## src/rtl/char_lcd_pkg.sv

```systemverilog
// Purpose: Shared constants and types for the character display instruction decoder
// Assumes: 40 MHz system clock, 270 kHz nominal internal oscillator for timing figures
// Notes: Times are kept in ns as printed; cycle counts derive from them
package char_lcd_pkg;

  // ==========================================================================
  // Timing
  // ==========================================================================
  localparam int unsigned CLK_HZ = 40_000_000;
  localparam int unsigned CLK_MHZ = CLK_HZ / 1_000_000;
  localparam int unsigned OSC_HZ = 270_000;
  localparam int unsigned T_LONG_NS = 1_530_000;
  localparam int unsigned T_INSTR_NS = 39_000;
  localparam int unsigned T_DATA_NS = 43_000;
  // Least times, so round up
  localparam int unsigned LONG_CYC = (T_LONG_NS * CLK_MHZ + 999) / 1000;
  localparam int unsigned INSTR_CYC = (T_INSTR_NS * CLK_MHZ + 999) / 1000;
  localparam int unsigned DATA_CYC = (T_DATA_NS * CLK_MHZ + 999) / 1000;
  localparam int unsigned HALF_OSC_CYC = (CLK_HZ + 2 * OSC_HZ - 1) / (2 * OSC_HZ);
  localparam int BUSY_W = 16;
  localparam int GUARD_W = 8;

  // ==========================================================================
  // Codes and field positions
  // ==========================================================================
  localparam logic [7:0] SPACE_CODE = 8'h20;
  localparam logic [6:0] HOME_ADDR = 7'h00;
  localparam logic [6:0] FILL_LAST = 7'h7f;
  localparam int DISP_ADDR_W = 7;
  localparam int GLYPH_ADDR_W = 6;
  localparam int B_INCR = 1;
  localparam int B_MOVE = 0;
  localparam int B_DISP = 2;
  localparam int B_CURS = 1;
  localparam int B_BLINK = 0;
  localparam int B_SC = 3;
  localparam int B_RL = 2;
  localparam int B_WIDTH = 4;
  localparam int B_LINES = 3;
  localparam int B_FONT = 2;

  localparam logic [7:0] PAT_DISP_ADDR = 8'b1???????;
  localparam logic [7:0] PAT_GLYPH_ADDR = 8'b01??????;
  localparam logic [7:0] PAT_FORMAT = 8'b001?????;
  localparam logic [7:0] PAT_SHIFT = 8'b0001????;
  localparam logic [7:0] PAT_CTRL = 8'b00001???;
  localparam logic [7:0] PAT_ENTRY = 8'b000001??;
  localparam logic [7:0] PAT_HOME = 8'b0000001?;
  localparam logic [7:0] PAT_CLEAR = 8'b00000001;

  typedef enum logic [3:0] {
    OP_NOP = 4'b0000,
    OP_CLEAR = 4'b0001,
    OP_HOME = 4'b0010,
    OP_ENTRY = 4'b0011,
    OP_CTRL = 4'b0100,
    OP_SHIFT = 4'b0101,
    OP_FORMAT = 4'b0110,
    OP_GLYPH_ADDR = 4'b0111,
    OP_DISP_ADDR = 4'b1000,
    OP_WRITE = 4'b1001,
    OP_READ = 4'b1010
  } op_e;

  typedef enum logic {
    ST_IDLE = 1'b0,
    ST_FILL = 1'b1
  } exec_state_e;

  // ==========================================================================
  // Wishbone register map
  // ==========================================================================
  localparam logic [3:0] OFS_STATUS = 4'h0;
  localparam logic [3:0] OFS_VIEW_ADDR = 4'h4;
  localparam logic [3:0] OFS_VIEW_DATA = 4'h8;
  localparam int S_BUSY = 7;
  localparam int S_DISP = 8;
  localparam int S_CURS = 9;
  localparam int S_BLINK = 10;
  localparam int S_INCR = 11;
  localparam int S_MOVE = 12;
  localparam int S_WIDTH = 13;
  localparam int S_LINES = 14;
  localparam int S_FONT = 15;
  localparam int S_OFFSET = 16;
  localparam int S_GLYPH = 23;

endpackage

```

## src/rtl/char_lcd_instruction_decoder.sv

```systemverilog
// Purpose: Instruction decoder and executor of a character display controller
// Assumes: Host pins are asynchronous and are sampled through two flip-flops
// Notes: Panel drive state is observed over a small Wishbone slave
//
// Behaviour
// - Clear fills display RAM with spaces, zeroes the address counter, homes cursor.
// - Clear also forces the entry direction to increment.
// - Busy lasts 1.53ms for clear/home, 39us for others, none for a zero instruction byte (OP_NOP), 43us for data.
// - Home zeroes the address counter and undoes display shift, RAM untouched.
// - Entry mode stores direction and shift bits; direction picks plus or minus one.
// - Besides the shift instruction, whole display shifts only on display RAM writes with the shift bit set.
// - Glyph RAM accesses step the address in the stored direction too.
// - Display control loads display, cursor and blink bits from bits 2,1,0.
// - Busy reads high on the top bus line while an operation runs.
// - Status read returns busy and the seven-bit address counter, always allowed.
// - Half an oscillator period passes after busy falls before next execution.
// - Glyph address instruction loads six bits and selects glyph RAM.
// - Display address instruction loads seven bits and selects display RAM.
// - Format instruction stores bus width, line count and font height.
// - Data write stores to the selected RAM; data read returns from it.
// - Every RAM data access steps the address by one in stored direction.
// - Register select routes transfers to instruction or data register.
// - Shift instruction moves cursor or display without touching RAM, 39us.
// - In 4-bit mode each byte moves as two nibbles on the upper lines.
// - Display off blanks the screen while keeping display RAM intact.
// - Width bit high selects 8-bit transfers, low selects 4-bit transfers.
`timescale 1ns/1ps

module char_lcd_instruction_decoder
  import char_lcd_pkg::*;
#(
  parameter int unsigned LONG_CYCLES = LONG_CYC
) (
  input wire logic clk_sys_i,
  input wire logic nrst_i,
  input wire logic reg_select_i,
  input wire logic read_not_write_i,
  input wire logic strobe_i,
  input wire logic [7:0] bus_i,
  output logic [7:0] bus_o,
  output logic bus_oe_n_o,
  input wire logic wb_cyc_i,
  input wire logic wb_stb_i,
  input wire logic wb_we_i,
  input wire logic [3:0] wb_adr_i,
  input wire logic [3:0] wb_sel_i,
  input wire logic [31:0] wb_dat_i,
  output logic [31:0] wb_dat_o,
  output logic wb_ack_o
);

  // ==========================================================================
  // Pin synchronisers
  // ==========================================================================
  logic [10:0] pin_s1_q;
  logic [10:0] pin_s2_q;
  logic en_prev_q;
  logic rs_s;
  logic rw_s;
  logic en_s;
  logic [7:0] db_s;
  logic strobe_fall;

  always_ff @(posedge clk_sys_i or negedge nrst_i) begin
    if (!nrst_i) begin
      pin_s1_q <= 11'h000;
      pin_s2_q <= 11'h000;
      en_prev_q <= 1'b0;
    end else begin
      pin_s1_q <= {reg_select_i, read_not_write_i, strobe_i, bus_i};
      pin_s2_q <= pin_s1_q;
      en_prev_q <= pin_s2_q[8];
    end
  end

  assign rs_s = pin_s2_q[10];
  assign rw_s = pin_s2_q[9];
  assign en_s = pin_s2_q[8];
  assign db_s = pin_s2_q[7:0];
  assign strobe_fall = en_prev_q & ~en_s;

  // ==========================================================================
  // Mode state
  // ==========================================================================
  logic bus_width_sel_q;
  logic two_line_q;
  logic tall_font_q;
  logic display_on_q;
  logic cursor_on_q;
  logic blink_on_q;
  logic incr_q;
  logic whole_screen_move_q;

  // ==========================================================================
  // Nibble pairing
  // ==========================================================================
  logic nib_q;
  logic [3:0] hi_nib_q;
  logic xfer_go;
  logic [7:0] xfer_byte;

  always_ff @(posedge clk_sys_i or negedge nrst_i) begin
    if (!nrst_i) begin
      nib_q <= 1'b0;
      hi_nib_q <= 4'h0;
    end else if (bus_width_sel_q) begin
      nib_q <= 1'b0;
    end else if (strobe_fall) begin
      nib_q <= ~nib_q;
      if (!nib_q) begin
        hi_nib_q <= db_s[7:4];
      end
    end
  end

  // Byte completes on every strobe in 8-bit mode, every second in 4-bit mode
  assign xfer_go = strobe_fall & (bus_width_sel_q | nib_q);
  assign xfer_byte = bus_width_sel_q ? db_s : {hi_nib_q, db_s[7:4]};

  // ==========================================================================
  // Pending transfer and decode
  // ==========================================================================
  logic pend_q;
  logic pend_rs_q;
  logic pend_rd_q;
  logic [7:0] pend_byte_q;
  logic [BUSY_W-1:0] busy_cnt_q;
  logic [GUARD_W-1:0] guard_cnt_q;
  exec_state_e state_q;
  logic exec_go;
  logic busy_ind;
  op_e cmd;

  // A new transfer overwrites one still waiting; the host must poll first
  always_ff @(posedge clk_sys_i or negedge nrst_i) begin
    if (!nrst_i) begin
      pend_q <= 1'b0;
      pend_rs_q <= 1'b0;
      pend_rd_q <= 1'b0;
      pend_byte_q <= 8'h00;
    end else if (xfer_go && !(rw_s && !rs_s)) begin
      pend_q <= 1'b1;
      pend_rs_q <= rs_s;
      pend_rd_q <= rw_s;
      pend_byte_q <= xfer_byte;
    end else if (exec_go) begin
      pend_q <= 1'b0;
    end
  end

  always_comb begin
    cmd = OP_NOP;
    if (pend_rs_q) begin
      cmd = pend_rd_q ? OP_READ : OP_WRITE;
    end else begin
      casez (pend_byte_q)
        PAT_DISP_ADDR: cmd = OP_DISP_ADDR;
        PAT_GLYPH_ADDR: cmd = OP_GLYPH_ADDR;
        PAT_FORMAT: cmd = OP_FORMAT;
        PAT_SHIFT: cmd = OP_SHIFT;
        PAT_CTRL: cmd = OP_CTRL;
        PAT_ENTRY: cmd = OP_ENTRY;
        PAT_HOME: cmd = OP_HOME;
        PAT_CLEAR: cmd = OP_CLEAR;
        default: cmd = OP_NOP;
      endcase
    end
  end

  // Waits for busy and the half-period guard to run out
  assign exec_go = pend_q & (busy_cnt_q == '0) & (guard_cnt_q == '0) &
    (state_q == ST_IDLE);

  // ==========================================================================
  // Busy timing
  // ==========================================================================
  always_ff @(posedge clk_sys_i or negedge nrst_i) begin
    if (!nrst_i) begin
      busy_cnt_q <= '0;
    end else if (exec_go) begin
      case (cmd)
        OP_CLEAR, OP_HOME: busy_cnt_q <= BUSY_W'(LONG_CYCLES);
        OP_WRITE, OP_READ: busy_cnt_q <= BUSY_W'(DATA_CYC);
        OP_NOP: busy_cnt_q <= '0;
        default: busy_cnt_q <= BUSY_W'(INSTR_CYC);
      endcase
    end else if (busy_cnt_q != '0) begin
      busy_cnt_q <= busy_cnt_q - BUSY_W'(1);
    end
  end

  always_ff @(posedge clk_sys_i or negedge nrst_i) begin
    if (!nrst_i) begin
      guard_cnt_q <= '0;
    end else if (busy_cnt_q == BUSY_W'(1)) begin
      guard_cnt_q <= GUARD_W'(HALF_OSC_CYC);
    end else if (guard_cnt_q != '0) begin
      guard_cnt_q <= guard_cnt_q - GUARD_W'(1);
    end
  end

  // Queued work counts as busy so a poll never sees a false idle
  assign busy_ind = (busy_cnt_q != '0) | pend_q | (state_q != ST_IDLE);

  // ==========================================================================
  // Mode registers
  // ==========================================================================
  always_ff @(posedge clk_sys_i or negedge nrst_i) begin
    if (!nrst_i) begin
      incr_q <= 1'b1;
      whole_screen_move_q <= 1'b0;
    end else if (exec_go && cmd == OP_CLEAR) begin
      incr_q <= 1'b1;
    end else if (exec_go && cmd == OP_ENTRY) begin
      incr_q <= pend_byte_q[B_INCR];
      whole_screen_move_q <= pend_byte_q[B_MOVE];
    end
  end

  always_ff @(posedge clk_sys_i or negedge nrst_i) begin
    if (!nrst_i) begin
      display_on_q <= 1'b0;
      cursor_on_q <= 1'b0;
      blink_on_q <= 1'b0;
    end else if (exec_go && cmd == OP_CTRL) begin
      display_on_q <= pend_byte_q[B_DISP];
      cursor_on_q <= pend_byte_q[B_CURS];
      blink_on_q <= pend_byte_q[B_BLINK];
    end
  end

  always_ff @(posedge clk_sys_i or negedge nrst_i) begin
    if (!nrst_i) begin
      bus_width_sel_q <= 1'b1;
      two_line_q <= 1'b0;
      tall_font_q <= 1'b0;
    end else if (exec_go && cmd == OP_FORMAT) begin
      bus_width_sel_q <= pend_byte_q[B_WIDTH];
      two_line_q <= pend_byte_q[B_LINES];
      tall_font_q <= pend_byte_q[B_FONT];
    end
  end

  // ==========================================================================
  // Address counter and RAM select
  // ==========================================================================
  logic [6:0] addr_counter_q;
  logic [6:0] addr_counter_d;
  logic [6:0] addr_step;
  logic glyph_sel_q;
  logic glyph_sel_d;

  assign addr_step = incr_q ? addr_counter_q + 7'h01 : addr_counter_q - 7'h01;

  always_comb begin
    addr_counter_d = addr_counter_q;
    glyph_sel_d = glyph_sel_q;
    if (exec_go) begin
      case (cmd)
        OP_CLEAR, OP_HOME: begin
          addr_counter_d = HOME_ADDR;
          glyph_sel_d = 1'b0;
        end
        OP_SHIFT: begin
          if (!pend_byte_q[B_SC]) begin
            addr_counter_d = pend_byte_q[B_RL] ? addr_counter_q + 7'h01 :
              addr_counter_q - 7'h01;
          end
        end
        OP_GLYPH_ADDR: begin
          addr_counter_d = {1'b0, pend_byte_q[GLYPH_ADDR_W-1:0]};
          glyph_sel_d = 1'b1;
        end
        OP_DISP_ADDR: begin
          addr_counter_d = pend_byte_q[DISP_ADDR_W-1:0];
          glyph_sel_d = 1'b0;
        end
        OP_WRITE, OP_READ: addr_counter_d = addr_step;
        default: addr_counter_d = addr_counter_q;
      endcase
    end
  end

  always_ff @(posedge clk_sys_i or negedge nrst_i) begin
    if (!nrst_i) begin
      addr_counter_q <= HOME_ADDR;
      glyph_sel_q <= 1'b0;
    end else begin
      addr_counter_q <= addr_counter_d;
      glyph_sel_q <= glyph_sel_d;
    end
  end

  // ==========================================================================
  // Display shift offset
  // ==========================================================================
  logic [6:0] shift_q;

  always_ff @(posedge clk_sys_i or negedge nrst_i) begin
    if (!nrst_i) begin
      shift_q <= 7'h00;
    end else if (exec_go) begin
      case (cmd)
        OP_CLEAR, OP_HOME: shift_q <= 7'h00;
        OP_SHIFT: begin
          if (pend_byte_q[B_SC]) begin
            shift_q <= pend_byte_q[B_RL] ? shift_q - 7'h01 : shift_q + 7'h01;
          end
        end
        OP_WRITE: begin
          if (whole_screen_move_q && !glyph_sel_q) begin
            shift_q <= incr_q ? shift_q + 7'h01 : shift_q - 7'h01;
          end
        end
        default: shift_q <= shift_q;
      endcase
    end
  end

  // ==========================================================================
  // RAMs and data register
  // ==========================================================================
  logic [7:0] disp_mem [0:127];
  logic [7:0] glyph_mem [0:63];
  logic [6:0] fill_q;
  logic disp_we;
  logic [6:0] disp_waddr;
  logic [7:0] disp_wdata;
  logic glyph_we;
  logic [7:0] data_reg_q;

  always_ff @(posedge clk_sys_i or negedge nrst_i) begin
    if (!nrst_i) begin
      state_q <= ST_IDLE;
      fill_q <= 7'h00;
    end else begin
      case (state_q)
        ST_IDLE: begin
          if (exec_go && cmd == OP_CLEAR) begin
            state_q <= ST_FILL;
            fill_q <= 7'h00;
          end
        end
        ST_FILL: begin
          fill_q <= fill_q + 7'h01;
          if (fill_q == FILL_LAST) begin
            state_q <= ST_IDLE;
          end
        end
        default: state_q <= ST_IDLE;
      endcase
    end
  end

  // Clear walks every location; the walk is far shorter than the busy time
  always_comb begin
    disp_we = 1'b0;
    disp_waddr = addr_counter_q;
    disp_wdata = pend_byte_q;
    if (state_q == ST_FILL) begin
      disp_we = 1'b1;
      disp_waddr = fill_q;
      disp_wdata = SPACE_CODE;
    end else if (exec_go && cmd == OP_WRITE && !glyph_sel_q) begin
      disp_we = 1'b1;
    end
  end

  assign glyph_we = exec_go & (cmd == OP_WRITE) & glyph_sel_q;

  always_ff @(posedge clk_sys_i) begin
    if (disp_we) begin
      disp_mem[disp_waddr] <= disp_wdata;
    end
  end

  always_ff @(posedge clk_sys_i) begin
    if (glyph_we) begin
      glyph_mem[addr_counter_q[GLYPH_ADDR_W-1:0]] <= pend_byte_q;
    end
  end

  // Prefetch at the new address, so reads return data one access ahead
  always_ff @(posedge clk_sys_i or negedge nrst_i) begin
    if (!nrst_i) begin
      data_reg_q <= 8'h00;
    end else if (exec_go && (cmd == OP_READ || cmd == OP_GLYPH_ADDR ||
        cmd == OP_DISP_ADDR || cmd == OP_SHIFT)) begin
      data_reg_q <= glyph_sel_d ? glyph_mem[addr_counter_d[GLYPH_ADDR_W-1:0]] :
        disp_mem[addr_counter_d];
    end
  end

  // ==========================================================================
  // Host read drive
  // ==========================================================================
  logic [7:0] rd_byte;

  assign rd_byte = rs_s ? data_reg_q : {busy_ind, addr_counter_q};

  always_ff @(posedge clk_sys_i or negedge nrst_i) begin
    if (!nrst_i) begin
      bus_o <= 8'h00;
      bus_oe_n_o <= 1'b1;
    end else begin
      bus_oe_n_o <= ~(en_s & rw_s);
      if (bus_width_sel_q) begin
        bus_o <= rd_byte;
      end else begin
        bus_o <= {nib_q ? rd_byte[3:0] : rd_byte[7:4], 4'h0};
      end
    end
  end

  // ==========================================================================
  // Wishbone slave
  // ==========================================================================
  logic [6:0] view_addr_q;
  logic [6:0] view_idx;
  logic [7:0] view_char;
  logic wb_hit;
  logic [31:0] status_word;
  assign wb_hit = wb_cyc_i & wb_stb_i & ~wb_ack_o;
  assign view_idx = view_addr_q + shift_q;
  assign view_char = display_on_q ? disp_mem[view_idx] : SPACE_CODE;

  always_comb begin
    status_word = 32'h0000_0000;
    status_word[DISP_ADDR_W-1:0] = addr_counter_q;
    status_word[S_BUSY] = busy_ind;
    status_word[S_DISP] = display_on_q;
    status_word[S_CURS] = cursor_on_q;
    status_word[S_BLINK] = blink_on_q;
    status_word[S_INCR] = incr_q;
    status_word[S_MOVE] = whole_screen_move_q;
    status_word[S_WIDTH] = bus_width_sel_q;
    status_word[S_LINES] = two_line_q;
    status_word[S_FONT] = tall_font_q;
    status_word[S_OFFSET +: DISP_ADDR_W] = shift_q;
    status_word[S_GLYPH] = glyph_sel_q;
  end

  always_ff @(posedge clk_sys_i or negedge nrst_i) begin
    if (!nrst_i) begin
      wb_ack_o <= 1'b0;
      wb_dat_o <= 32'h0000_0000;
    end else begin
      wb_ack_o <= wb_hit;
      if (wb_hit && !wb_we_i) begin
        case (wb_adr_i)
          OFS_STATUS: wb_dat_o <= status_word;
          OFS_VIEW_ADDR: wb_dat_o <= {25'h0000000, view_addr_q};
          OFS_VIEW_DATA: wb_dat_o <= {24'h000000, view_char};
          default: wb_dat_o <= 32'h0000_0000;
        endcase
      end
    end
  end

  always_ff @(posedge clk_sys_i or negedge nrst_i) begin
    if (!nrst_i) begin
      view_addr_q <= 7'h00;
    end else if (wb_cyc_i && wb_stb_i && wb_ack_o && wb_we_i &&
        wb_adr_i == OFS_VIEW_ADDR && wb_sel_i[0]) begin
      view_addr_q <= wb_dat_i[DISP_ADDR_W-1:0];
    end
  end

endmodule

```

## config.mk

```make
export PLATFORM = sky130hd
export DESIGN_NAME = char_lcd_instruction_decoder
export DESIGN_NICKNAME = d
export VERILOG_FILES = /design/src/rtl/char_lcd_pkg.sv /design/src/rtl/char_lcd_instruction_decoder.sv
export SDC_FILE = /design/constraint.sdc
export NUM_CORES = 2
export LEC_CHECK = 0
export BUFFER_PORTS_ARGS = -buffer_cell sky130_fd_sc_hd__buf_2
export CORE_MARGIN = 2
export CORE_UTILIZATION = 35
export CTS_CLUSTER_DIAMETER = 60
export CTS_CLUSTER_SIZE = 30
export DETAILED_ROUTE_END_ITERATION = 10
export SLEW_MARGIN = 25
export SYNTH_ARGS = -nofsm -noshare
export SYNTH_HDL_FRONTEND = slang
export SYNTH_SLANG_ARGS = --single-unit
export TNS_END_PERCENT = 10
```

## constraint.sdc

```tcl
create_clock -name clk_sys_i -period 11.3 [get_ports clk_sys_i]
set_clock_uncertainty 0.15 [all_clocks]
set_input_delay 2.26 -clock clk_sys_i [delete_from_list [all_inputs] [get_ports clk_sys_i]]
set_output_delay 2.26 -clock clk_sys_i [all_outputs]
set_load 0.05 [all_outputs]
```

# Word-level counts from Yosys, hierarchy flattened
# Memories as Yosys holds them, arrays and structs flattened.
# Cells that the tools add are included.
# classes
add_sub_neg	8
reduce_logical	41
bitwise_logic	20
mux	46
eq_ne	24
# ops
cell	count
$pmux W24 S3	1
$mux W7	10
$mux W8	8
$pmux W16 S3	1
$pmux W7 S5	1
$mux W16	2
$pmux W4 S8	1
$add A7 B1 Y7 const B	3
$pmux W7 S3	1
$eq A4 B3 Y1 const B	5
$eq A16 B1 Y1 const B	1
$eq A4 B4 Y1 const B	4
$logic_and A1 B1 Y1	16
$logic_not A16 Y1	1
$reduce_bool A16 Y1	1
$sub A16 B1 Y16 const B	1
$mux W1	15
$pmux W7 S2	1
$sub A7 B1 Y7 const B	2
$and A1 B1 Y1	10
$reduce_bool A2 Y1	5
$eq A4 B1 Y1 const B	2
$eq A4 B2 Y1 const B	2
$eq A8 B1 Y1 const B	1
other kinds (26)	44
# word_totals
regBits	151
inputBits	56
ram_bits	1536
n_memories	2
out_inout_bits	42
word_cells	171
# mem_list
memory	depth	width	read_ports	rd_ports_with_merged_regs	write_ports	line	rtl
disp_mem	128	8	2	0	1	char_lcd_instruction_decoder.sv:323	logic [7:0] disp_mem [0:127];
glyph_mem	64	8	1	0	1	char_lcd_instruction_decoder.sv:324	logic [7:0] glyph_mem [0:63];

# Longest topological paths before layout
# depth
ltp_word	10
depth_mapped	19
depth_no_buf	14

# Least setup slack after synthesis
# OpenSTA, ideal clock, no wires.
# synth_timing
path_type	register to register
from	register pend_byte_q[2]
to	memory disp_mem[0][2], data pin
stages_incl_launch_ff	4
path_slack_ns	5.420
setup_time_ns	0.829
n_path_buf	2
t_arrival_ns	4.901
path_cell_list	dfrtp_1 -> buf_2 -> clkbuf_1 -> nor2b_1
# synth_between
elab_chain_cells	1
# synth_rtl
element	line	rtl
start: declaration	char_lcd_instruction_decoder.sv:126	logic [7:0] pend_byte_q;
start signal: assignment	char_lcd_instruction_decoder.sv:145	pend_byte_q <= xfer_byte;
$mux W8	char_lcd_instruction_decoder.sv:360	if (state_q == ST_FILL) begin
via disp_wdata[2]	char_lcd_instruction_decoder.sv:328	logic [7:0] disp_wdata;
end: declaration	char_lcd_instruction_decoder.sv:323	
# The timed path passes the listed nets, and every way through them passes these cells.

# Final worst setup path
# layout_timing
from	register addr_counter_q[0]
to	register data_reg_q[7]
# layout_between
elab_chain_cells	7
# layout_rtl
element	line	rtl
start: declaration	char_lcd_instruction_decoder.sv:247	logic [6:0] addr_counter_q;
start signal: assignment	char_lcd_instruction_decoder.sv:289	addr_counter_q <= addr_counter_d;
$sub A7 B1 Y7 or $add A7 B1 Y7 (tied branches)	char_lcd_instruction_decoder.sv:253, char_lcd_instruction_decoder.sv:267, char_lcd_instruction_decoder.sv:266	
$mux W7	char_lcd_instruction_decoder.sv:266	addr_counter_d = pend_byte_q[B_RL] ? addr_counter_q + 7'h01 :
$mux W7	char_lcd_instruction_decoder.sv:265	if (!pend_byte_q[B_SC]) begin
$pmux W7 S5	char_lcd_instruction_decoder.sv:259	case (cmd)
$mux W7 (*)	char_lcd_instruction_decoder.sv:258	if (exec_go) begin
$mem_v2 Z128 W8 or $mem_v2 Z64 W8 (tied branches)	-	
$mux W8 (*)	char_lcd_instruction_decoder.sv:389	data_reg_q <= glyph_sel_d ? glyph_mem[addr_counter_d[GLYPH_ADDR_W-1:0]] :
end signal: assignment	char_lcd_instruction_decoder.sv:389	
end: declaration	char_lcd_instruction_decoder.sv:330	logic [7:0] data_reg_q;
# Mark *: on every way between the ends. The rest lies on a longest branch, timed or not.
# A chain may end at the register's enable or synchronous reset.

==> flow_summary.ini <==
[detailed_routing]
viasPerCell = 6.063
vias = 52173
antenna_left = 0
wl_per_cell_um = 29.22
routed_wl_mm = 251.5
drt_first_pass_iters = 6
drtIter0Drc = 7217
route.detailed.drc = 0

[logic_synthesis]
synth_top_cell_by_area = edfxtp_1
synthCells = 5642
synthDistinctLibCells = 97
netlist.area_leader.share_pct = 59.12
syn-cell-area_um2 = 78020
ys_warn_count = 0
synth-edff-count = 1536
yosys-top-cells-count = edfxtp_1, nand2_1, mux4_2
ys_seq_area_share_pct = 63.71
synthFlopType = edfxtp_1
ys_ff_latch = 1679
async_flop_share_pct = 8.517
yosysMostFrequentCell = edfxtp_1
synth_area_per_cell_um2 = 13.83
ys_top_cells_by_area = edfxtp_1, mux4_2, dfrtp_1, nand2_1, a211oi_1

[clocking]
cts_setup_buffers = 0
cts.sinks = 1679
postCtsResizedCells = 0
path_clk_slew_ps = 90
h-tree-depth = 3
cts_buffer_depth = 3
clk_latency_ps = 790
cts_buffers = 112
cts_tree = done
ctsHoldBuffers = 0
root_buffer = clkbuf_16

[global_routing]
antenna_found_initial = 11
grt_pass1_vias = 49553
grt_overflow_total = 0
grt_usage_pct = 21.52
grt_pass1_wl_mm = 360.7
grt_max_degree = 141

[placement]
place_area_um2 = 81500
place_congestion = 0.9194
hpwlAfterDp_mm = 155.0
port_buffers = 61

[die]
io_pins = 98
rows = 173
initial_core_util_pct = 35.16
fp.dieH_um = 476.1
die_w_um = 476.1
core_area_um2 = 221900
dieArea_um2 = 226700

[sta]
tightest_slew_ps = 1235
relSlewSlack_pct = 17.40
finalCritPeriodShare_pct = 65.53
max_freq_mhz = 135.1
final-setup-viol-count = 0
post-route-min-period_ps = 7404
final_max_slew_viol_count = 0
hold_violations = 0
rsz0062_at_grt = false
setup_tns_ps = 0

[final_layout]
areaGrowthSynthToFinish_pct = 10.15
drive_gt1_share_pct = 15.47
utilization_pct = 38.73
nets = 5594
design_area_um2 = 85930
nFillCells = 20389

[critical_path]
crit_type = reg2reg
worst_setup_path_end_kind = flop
cp-start-kind = flop
crit_fanout = 131
required_ps = 11760
arrival_ps = 7870
cp_slowest_cell = nor4_1
path_cells = clkinv_1 -> ha_1 -> xnor2_1 -> mux2i_1 -> o41a_1 -> nor3_2 -> nor2_4 -> buf_4 -> inv_8 -> buf_12 -> mux2i_1 -> a211oi_1 -> nor4_1 -> o21ai_0 -> nor4_1 -> a211oi_1
cpPeakStageDelay_ps = 1000

[pwr]
ir_worst_vdd_uv = 146.6
power_density_nw_per_um2 = 171.5
power.leakage_nw = 26.79

[job]
maxCapViolCount = 0

[outcome]
outcome = finished, final reports clean

[hold_path]
hp-class = reg2reg
power by group:
group	switching, mW	internal, mW	total, mW
Sequential	0.127	7.70	7.83
Clock	2.53	2.26	4.79
Combinational	1.69	0.426	2.12
Total	4.35	10.4	14.7
stage by stage:
step	cells	power [mW]	hold slack [ps]	setup slack [ps]
after floorplan	5649	9.133	181.2	5420
after global placement	8382	9.941	188.1	4147
after detailed placement	8382	10.01	184.7	4050
after CTS	8595	14.71	210.9	4000
after global routing	8598	15.12	223.7	3715
final	8605	14.74	208.3	3896
registers in the layout, indices dropped and copies added, names as in the netlist, 4 cells and up:
name / count
disp_mem: 1024
glyph_mem: 512
wb_dat_o: 24
busy_cnt_q: 16
pin_s1_q: 11
pin_s2_q: 11
bus_o: 8
data_reg_q: 8
guard_cnt_q: 8
pend_byte_q: 8
addr_counter_q: 7
fill_q: 7
shift_q: 7
view_addr_q: 7
hi_nib_q: 4
cells in the final DEF, fill, tap and decap left out, types with 30 or more instances in the layout:
cell type,n
edfxtp_1,1536
nand2_1,878
mux4_2,340
a211oi_1,322
nand3_1,289
nor2_1,253
mux2i_1,218
and3_1,135
dfrtp_1,131
a21oi_1,129
clkbuf_16,118
a31oi_1,115
buf_4,115
inv_1,92
o22ai_1,75
o21ai_0,72
buf_2,60
a311oi_1,56
nor3_1,44
a22o_1,33
nand4_1,31
a32oi_1,30
layout make-up:
type | instances | area (µm²) | area share, %
diodes | 8 | 20.02 | 0.02330
clock buffers | 125 | 2999 | 3.490
clock inverters | 88 | 1316 | 1.532
inverters | 100 | 411.6 | 0.4790
multi-input cells | 3439 | 26260 | 30.56
flip-flops and latches | 1679 | 49720 | 57.86
well taps | 2975 | 3722 | 4.332
repair buffers | 191 | 1481 | 1.724
worst paths after layout:
path / from / end / slack, ps / depth (start not counted)
max reg2reg: addr_counter_q[0] / data_reg_q[7] / 3900 / 16
min in group asynchronous: nrst_i / pin_s2_q[0] / 1350 / 1
max: addr_counter_q[0] / data_reg_q[7] / 3900 / 16
min: pin_s1_q[9] / pin_s2_q[9] / 210 / 0
min reg2reg: pin_s1_q[9] / pin_s2_q[9] / 210 / 0
max in group asynchronous: nrst_i / state_q / 8210 / 2
logic make-up (layout without fill, tap and decap cells):
| family | Yosys count | count (layout) | synth area share (%) |
|---|---|---|---|
| AOI/OAI and AO/OA | 1019 | 1019 | 9.368 |
| xor gates and xnor gates | 27 | 27 | 0.3031 |
| adders and majority gates | 15 | 15 | 0.2502 |
| buffers and inverters | 531 | 504 | 3.081 |
| DFF | 1679 | 1679 | 63.71 |
| muxes | 591 | 591 | 13.09 |
| other | 1 | 16 | 0.004807 |
| and+or+nand+nor | 1779 | 1779 | 10.19 |
critical path: cells and delay by family, from the launching register on:
kind	cells	cell delay (ps)
compound gates	4	890
xor+xnor	1	150
fa+ha+maj	1	480
buf+inv	4	2060
flops	1	900
mux	2	370
simple gates	4	2050
metal layers:
| metal | track usage [%] | routed length (µm) | vias to the layer above |
|---|---|---|---|
| met5 | 0 | 94 | - |
| met4 | 9.699 | 12260 | 12 |
| met3 | 4.137 | 27450 | 513 |
| met2 | 32.82 | 112900 | 3221 |
| met1 | 29.81 | 98750 | 26524 |
| li1 | - | - | 21903 |
Note: power is estimated with default switching activity, not from simulation.
